$ cat src/adis_defines.svh
// register offsets, field positions, reset values and channel codes for the input select and result formatter
`ifndef ADIS_DEFINES_SVH
`define ADIS_DEFINES_SVH
`define ADIS_CONTROL_ONE_INDEX 5'h00
`define ADIS_INPUT_SELECT_INDEX 5'h01
`define ADIS_BUFFER_BASE_INDEX 5'h02
`define ADIS_BUFFER_DEPTH 18
`define ADIS_CONTROL_ONE_RESET 16'h0000
`define ADIS_INPUT_SELECT_RESET 16'h0000
`define ADIS_ON_BIT 15
`define ADIS_TWELVE_BIT 10
`define ADIS_FORMAT_HI 9
`define ADIS_FORMAT_LO 8
`define ADIS_POS_REF_HI 14
`define ADIS_POS_REF_LO 13
`define ADIS_POS_UPPER_GUARD 5'h1c
`define ADIS_POS_LOWER_GUARD 5'h1b
`define ADIS_POS_BANDGAP 5'h1a
`define ADIS_POS_LAST_PIN 5'h15
`define ADIS_POS_FLOAT_FIRST 5'h16
`define ADIS_POS_FLOAT_LAST 5'h19
`define ADIS_POS_SUPPLY_LOW 5'h1d
`define ADIS_POS_SUPPLY_HIGH 5'h1e
`define ADIS_NODE_NONE 5'h1f
`define ADIS_NODE_REF_GROUND 5'h1e
`endif

$ cat src/adis_pkg.sv
// types shared by the input select and result formatter
package adis_pkg;
   typedef enum logic [1:0] {adis_integer, adis_signed_integer, adis_fractional, adis_signed_fractional} adis_format_type;
   typedef enum logic [2:0] {adis_src_none, adis_src_pin, adis_src_upper_guard, adis_src_lower_guard,
      adis_src_bandgap, adis_src_bandgap_scaled, adis_src_ref_ground} adis_source_type;
   typedef struct packed {
      adis_source_type source;
      logic [4:0] channel;
   } adis_route_type;
   typedef struct packed {
      logic valid;
      logic [4:0] slot;
      logic sign;
      logic [11:0] magnitude;
   } adis_result_type;
endpackage

$ cat src/adis_formatter.sv
// formats one conversion result into a 16-bit buffer word
`timescale 1ns/10ps
`include "adis_defines.svh"
module adis_formatter
   import adis_pkg::*;
(
   input wire logic i_twelve_bit,
   input wire adis_format_type i_format,
   input wire logic i_sign,
   input wire logic [11:0] i_magnitude,
   output logic [15:0] o_word
);
   logic [11:0] data;
   logic [15:0] signed_value;
   always_comb
   begin
      // 10-bit results sit in the low ten bits of the magnitude
      data = i_twelve_bit ? i_magnitude : {2'h0, i_magnitude[9:0]};
      // two's complement of the sign-and-offset code, sign extended
      signed_value = i_twelve_bit ? {{4{i_sign}}, data} : {{6{i_sign}}, data[9:0]};
      o_word = 16'h0000;
      case (i_format)
         adis_integer:
         begin
            // negative inputs clamp to zero in the unsigned forms
            o_word = i_sign ? 16'h0000 : {4'h0, data};
         end
         adis_signed_integer:
         begin
            o_word = signed_value;
         end
         adis_fractional:
         begin
            if (i_sign)
            begin
               o_word = 16'h0000;
            end
            else if (i_twelve_bit)
            begin
               o_word = {data, 4'h0};
            end
            else
            begin
               o_word = {data[9:0], 6'h00};
            end
         end
         adis_signed_fractional:
         begin
            if (i_twelve_bit)
            begin
               o_word = {i_sign, data, 3'h0};
            end
            else
            begin
               o_word = {i_sign, data[9:0], 5'h00};
            end
         end
         default:
         begin
            o_word = 16'h0000;
         end
      endcase
   end
endmodule // adis_formatter

$ cat src/adis_input_select.sv
// input routing, control registers and result buffer of the converter
`timescale 1ns/10ps
`include "adis_defines.svh"
//
// Function
// - sample B negative: ground, then AN0..AN6
// - upper guard, lower guard, band gap codes
// - low positive codes select matching pin
// - reference upper bit scales band gap
// - resolution bit ten picks 12/10 bits
// - unsigned magnitude 12 or 10 bits
// - signed forms add a sign bit
// - sign bit extends through upper bits
// - format field bits nine to eight
// - 12-bit signed integer: sign fills top
// - 12-bit fractional: bits 15:4, low zero
// - 12-bit signed fractional: sign 15, data 14:3
// - negative: unsigned zero, signed two's complement
// - positive full scale gives 4095
// - buffer writable only while converter off
// - on/off leaves buffer contents intact
module adis_input_select
   import adis_pkg::*;
(
   input wire logic i_clock,
   input wire logic i_reset,
   input wire logic i_write,
   input wire logic i_read,
   input wire logic [4:0] i_index,
   input wire logic [15:0] i_write_data,
   input wire logic i_sample_b,
   input wire adis_result_type i_result,
   output logic [15:0] o_read_data,
   output adis_route_type o_positive_route,
   output adis_route_type o_negative_route,
   output logic o_converter_on
);
   logic [15:0] converter_control_one;
   logic [15:0] sample_input_select;
   logic [15:0] conversion_result_buffer [`ADIS_BUFFER_DEPTH];
   logic [15:0] formatted;
   logic [15:0] next_read_data;
   logic [4:0] positive_code;
   logic [2:0] negative_code;
   logic buffer_hit;
   logic [4:0] buffer_slot;
   logic control_hit;
   logic select_hit;

   function automatic adis_route_type decode_positive(input logic [4:0] code, input logic scaled);
      adis_route_type route;
      route.source = adis_src_none;
      route.channel = `ADIS_NODE_NONE;
      if (code <= `ADIS_POS_LAST_PIN)
      begin
         route.source = adis_src_pin;
         route.channel = code;
      end
      else if (code == `ADIS_POS_UPPER_GUARD)
      begin
         route.source = adis_src_upper_guard;
         route.channel = code;
      end
      else if (code == `ADIS_POS_LOWER_GUARD)
      begin
         route.source = adis_src_lower_guard;
         route.channel = code;
      end
      else if (code == `ADIS_POS_BANDGAP)
      begin
         route.source = scaled ? adis_src_bandgap_scaled : adis_src_bandgap;
         route.channel = code;
      end
      // supply nodes are analog, reported on the reference side
      else if (code == `ADIS_POS_SUPPLY_HIGH)
      begin
         route.source = adis_src_ref_ground;
         route.channel = code;
      end
      else if (code == `ADIS_POS_SUPPLY_LOW)
      begin
         route.source = adis_src_ref_ground;
         route.channel = code;
      end
      // no-connect and unimplemented codes float the sampler input
      else if (code >= `ADIS_POS_FLOAT_FIRST && code <= `ADIS_POS_FLOAT_LAST)
      begin
         route.source = adis_src_none;
         route.channel = `ADIS_NODE_NONE;
      end
      return route;
   endfunction

   // both samples share one negative decoder; code zero is the converter ground
   function automatic adis_route_type decode_negative(input logic [2:0] code);
      adis_route_type route;
      route.source = adis_src_ref_ground;
      route.channel = `ADIS_NODE_REF_GROUND;
      if (code != 3'h0)
      begin
         route.source = adis_src_pin;
         route.channel = {2'h0, code - 3'h1};
      end
      return route;
   endfunction

   assign o_converter_on = converter_control_one[`ADIS_ON_BIT];
   assign positive_code = i_sample_b ? sample_input_select[12:8] : sample_input_select[4:0];
   assign negative_code = i_sample_b ? sample_input_select[15:13] : sample_input_select[7:5];
   assign buffer_slot = i_index - `ADIS_BUFFER_BASE_INDEX;
   assign buffer_hit = (i_index >= `ADIS_BUFFER_BASE_INDEX) && (buffer_slot < 5'(`ADIS_BUFFER_DEPTH));
   assign control_hit = (i_index == `ADIS_CONTROL_ONE_INDEX);
   assign select_hit = (i_index == `ADIS_INPUT_SELECT_INDEX);

   // on, resolution, format and reference scale all live in control one
   always_ff @(posedge i_clock)
   begin
      if (i_reset)
      begin
         converter_control_one <= `ADIS_CONTROL_ONE_RESET;
      end
      else if (i_write && control_hit)
      begin
         converter_control_one <= i_write_data;
      end
   end

   always_ff @(posedge i_clock)
   begin
      if (i_reset)
      begin
         sample_input_select <= `ADIS_INPUT_SELECT_RESET;
      end
      else if (i_write && select_hit)
      begin
         sample_input_select <= i_write_data;
      end
   end

   always_ff @(posedge i_clock)
   begin
      if (i_reset)
      begin
         o_positive_route <= '{source: adis_src_none, channel: `ADIS_NODE_NONE};
      end
      else
      begin
         o_positive_route <= decode_positive(positive_code, converter_control_one[`ADIS_POS_REF_HI]);
      end
   end

   // one register per route, each fed from its own decoder
   always_ff @(posedge i_clock)
   begin
      if (i_reset)
      begin
         o_negative_route <= '{source: adis_src_ref_ground, channel: `ADIS_NODE_REF_GROUND};
      end
      else
      begin
         o_negative_route <= decode_negative(negative_code);
      end
   end

   adis_formatter u_formatter
   (
      .i_twelve_bit(converter_control_one[`ADIS_TWELVE_BIT]),
      .i_format(adis_format_type'(converter_control_one[`ADIS_FORMAT_HI:`ADIS_FORMAT_LO])),
      .i_sign(i_result.sign),
      .i_magnitude(i_result.magnitude),
      .o_word(formatted)
   );

   // buffer has no reset so thresholds survive on/off; reset state is left as is
   always_ff @(posedge i_clock)
   begin
      if (o_converter_on)
      begin
         if (i_result.valid && i_result.slot < 5'(`ADIS_BUFFER_DEPTH))
         begin
            conversion_result_buffer[i_result.slot] <= formatted;
         end
      end
      else if (i_write && buffer_hit)
      begin
         conversion_result_buffer[buffer_slot] <= i_write_data;
      end
   end

   always_comb
   begin
      next_read_data = 16'h0000;
      if (control_hit)
      begin
         next_read_data = converter_control_one;
      end
      else if (select_hit)
      begin
         next_read_data = sample_input_select;
      end
      else if (buffer_hit)
      begin
         next_read_data = conversion_result_buffer[buffer_slot];
      end
   end

   // read word held between strobes so software may sample it late
   always_ff @(posedge i_clock)
   begin
      if (i_reset)
      begin
         o_read_data <= 16'h0000;
      end
      else if (i_read)
      begin
         o_read_data <= next_read_data;
      end
   end
endmodule // adis_input_select

$ cat config.mk
export PLATFORM = sky130hd
export DESIGN_NAME = adis_input_select
export DESIGN_NICKNAME = d
export VERILOG_FILES = /design/src/adis_pkg.sv /design/src/adis_formatter.sv /design/src/adis_input_select.sv
export VERILOG_INCLUDE_DIRS = /design/src
export SDC_FILE = /design/constraint.sdc
export NUM_CORES = 1
export LEC_CHECK = 0
export ABC_CLOCK_PERIOD_IN_PS = 5400
export BUFFER_PORTS_ARGS = -buffer_cell sky130_fd_sc_hd__buf_4
export CAP_MARGIN = 40
export CORE_UTILIZATION = 61
export DETAILED_ROUTE_END_ITERATION = 12
export PLACE_DENSITY = 0.87
export SLEW_MARGIN = 25
export SYNTH_ARGS = -nofsm -noshare
export SYNTH_HDL_FRONTEND = slang
export SYNTH_SLANG_ARGS = --single-unit
$ cat constraint.sdc
create_clock -name i_clock -period 5.4 [get_ports i_clock]
set_clock_uncertainty 0.1 [all_clocks]
set_input_delay 1.08 -clock i_clock [delete_from_list [all_inputs] [get_ports i_clock]]
set_output_delay 1.08 -clock i_clock [all_outputs]
set_load 0.02 [all_outputs]
==> impl_metrics.py <==
metrics = {
    "sta": {
        "relSlewSlack": 0.440,
        "fmax_ghz": 0.272,
        "finalCritPeriodShare": 0.680,
        "min_period_ns": 3.67,
        "tightest_slew_ns": 0.840,
        "setup_tns_ns": 0,
        "hold_violations": 0,
        "drv_slew": 0,
        "rsz0062_at_grt": "no",
        "setup_viol": 0,
    },
    "placed_design": {
        "place_inst": 1419,
        "gp_congestion": 0.980,
        "dp_hpwl_um": 24400,
        "portBuffers": 77,
    },
    "floorplan": {
        "fp.dieW_um": 158,
        "dieArea_um2": 24900,
        "placeableCoreArea_um2": 23600,
        "start_util": 0.627,
        "ios": 78,
        "die_h_um": 158,
        "num_rows": 56,
    },
    "yosys": {
        "ys_ff_latch": 349,
        "async_flop_share": 0,
        "avgSynthCellArea_um2": 14.2,
        "syn_inst": 1046,
        "synth_edf_count": 288,
        "ys_warn_count": 0,
        "syn_area_um2": 14800,
        "yosysUniqueCellTypes": 56,
        "syn_nets": 1096,
        "ys.flop_type": "edfxtp_1",
        "yosysSeqAreaShare": 0.667,
    },
    "clocking": {
        "hold_buffers": 0,
        "cts_root_buf": "clkbuf_16",
        "numCtsBuffers": 36,
        "clk_pin_slew_ns": 0.06,
        "clock_sinks": 349,
        "cts_resized": 0,
        "cts_setup_buffers": 0,
        "cts_tree": "built",
        "clk_latency_ns": 0.51,
        "htree_levels": 2,
        "clock_path_buffers": 3,
    },
    "layout": {
        "syn_to_final_growth_pct": 15.4,
        "antennaDiodeCount": 0,
        "final_util": 0.723,
        "drive_above_1_share": 0.249,
        "final_nets": 1190,
        "stdcell_count": 1483,
    },
    "grt": {
        "antenna_found_initial": 0,
        "grt_overflow": 0,
        "grt_max_degree": 53,
        "grt_pass1_wl_um": 56700,
        "grt_usage": 0.321,
        "first_global_vias": 9128,
    },
    "pwr": {
        "ir_drop_v": 0.000286,
        "power_density_nw_per_um2": 343,
        "p_leak_nw": 5.95,
    },
    "detailed_routing": {
        "initialDrtViolationCount": 1280,
        "drt_pre_antenna_iters": 5,
        "routedWlPerCell_um": 26.0,
        "routed_wl_um": 38600,
        "viasPerCell": 6.55,
        "vias": 9720,
        "drcViolationCount": 0,
        "drtAntennaViolNets": 0,
    },
    "worst_setup_path": {
        "worstPathMaxFanout": 43,
        "cp.arrival_ns": 3.81,
        "cp_top_family": "buffers and inverters",
        "cp_common_cell": "buf_4",
        "critical_path_required_ns": 5.54,
        "endpoint_kind": "flop",
        "critPathBufInv": 4,
        "critical_path_class": "input port to flop",
        "start_kind": "input port",
        "crit_path_top_delay_cell": "ha_4",
        "crit_chain": "buf_4 -> inv_1 -> ha_4 -> clkinv_1 -> a2bb2oi_2 -> nor3_2 -> buf_4",
        "slowest_delay_ns": 0.72,
        "rrSetupSlack_ns": 2.63,
    },
    "run": {
        "drv_cap": 0,
    },
    "run_status": {
        "status": "finished clean",
    },
    "worst_hold_path": {
        "min_path_type": "flop to flop",
    },
}
## routing by layer
layer / part of all wire / global-route usage
met5: 0 / 0
met4: 0.049 / 0.157
met3: 0.11 / 0.0652
met2: 0.46 / 0.483
met1: 0.38 / 0.449
## kinds of logic after synthesis
group | Yosys count | synth area share
fa+ha+maj | 5 | 0.00423
xor+xnor | 2 | 0.00118
mux | 138 | 0.126
flops | 349 | 0.667
buf+inv | 90 | 0.0264
simple gates | 253 | 0.0792
compound gates | 209 | 0.0963
## flip-flops by register name, summed over array words and instances, names as in the netlist
name                      count
o_negative_route              5
sample_input_select          16
converter_control_one        16
o_read_data                  16
o_positive_route              8
conversion_result_buffer    288
## cell usage after synthesis, drive strengths merged (2+ instances only)
| master | n | area share |
|---|---|---|
| a211oi | 3 | 0.0015 |
| a21o | 2 | 0.0010 |
| a21oi | 42 | 0.014 |
| a221oi | 16 | 0.0095 |
| a22o | 3 | 0.0018 |
| a22oi | 18 | 0.0091 |
| a2bb2oi | 5 | 0.0046 |
| a311oi | 4 | 0.0024 |
| a31oi | 16 | 0.0068 |
| a32oi | 4 | 0.0024 |
| and2 | 3 | 0.0013 |
| buf | 35 | 0.012 |
| clkbuf | 34 | 0.0086 |
| dfxtp | 61 | 0.082 |
| edfxtp | 288 | 0.58 |
| ha | 5 | 0.0042 |
| inv | 20 | 0.0051 |
| mux2 | 49 | 0.037 |
| mux2i | 55 | 0.037 |
| mux4 | 34 | 0.052 |
| nand2 | 65 | 0.016 |
| nand2b | 6 | 0.0025 |
| nand3 | 20 | 0.0068 |
| nor2 | 89 | 0.023 |
| nor2b | 34 | 0.014 |
| nor3 | 23 | 0.0085 |
| nor3b | 2 | 0.0010 |
| nor4 | 2 | 0.00084 |
| nor4b | 3 | 0.0022 |
| o211ai | 3 | 0.0015 |
| o21ai | 37 | 0.013 |
| o221ai | 16 | 0.0095 |
| o22ai | 30 | 0.013 |
| or2 | 4 | 0.0017 |
| xnor2 | 2 | 0.0012 |
## path summary, 6_finish.rpt
path | startpoint | to | cells past startpoint
worst max-delay path | i_index[1] | conversion_result_buffer[14][8] | 7
worst min-delay path | converter_control_one[12] | converter_control_one[12] | 2
worst max register to register | converter_control_one[15] | conversion_result_buffer[8][0] | 7
worst min register to register | converter_control_one[12] | converter_control_one[12] | 2
## metrics by stage
stage	worst slack [ns]	hold WS [ns]	area (um^2)	power (W)
2_1_floorplan	1.15	0.347	14800	0.00333
3_3_place_gp	1.34	0.373	15900	0.00353
3_5_place_dp	1.26	0.371	15900	0.00354
4_1_cts	1.77	0.393	17000	0.00586
5_1_grt	1.59	0.411	17100	0.00600
6_report	1.73	0.390	17100	0.00587
## cells in the final DEF (no fill, tap or decap), drive strengths merged, types with 37 or more instances in the layout
cell type,n
edfxtp,288
nand2,65
nor2,89
dfxtp,61
a21oi,42
clkbuf,50
o21ai,37
buf,125
mux2i,55
mux2,49
## final cells by class
| cell class | instances | area, um^2 |
|---|---|---|
| clock inverters | 12 | 91.3 |
| clock buffers | 50 | 1020 |
| flip-flops and latches | 349 | 9870 |
| repair buffers | 125 | 958 |
| fillers | 1423 | 6530 |
| well taps | 319 | 399 |
| multi-input cells | 607 | 4660 |
| inverters | 21 | 78.8 |
## worst reg2reg max path, delay by kind of cell, from the launching register on
family / cells / cell delay (ns)
AOI/OAI and AO/OA: 3 / 0.96
buffers and inverters: 2 / 0.61
DFF: 1 / 0.43
and+or+nand+nor: 2 / 0.39
## power breakdown
group	leakage [nW]	switching, W	total, W	internal (W)
Sequential	3.14	0.0000128	0.00298	0.00296
Clock	0.540	0.000987	0.00236	0.00137
Combinational	2.26	0.000349	0.000531	0.000182
Total	5.95	0.00135	0.00587	0.00452
No activity file was read; power rests on OpenSTA's default activity.
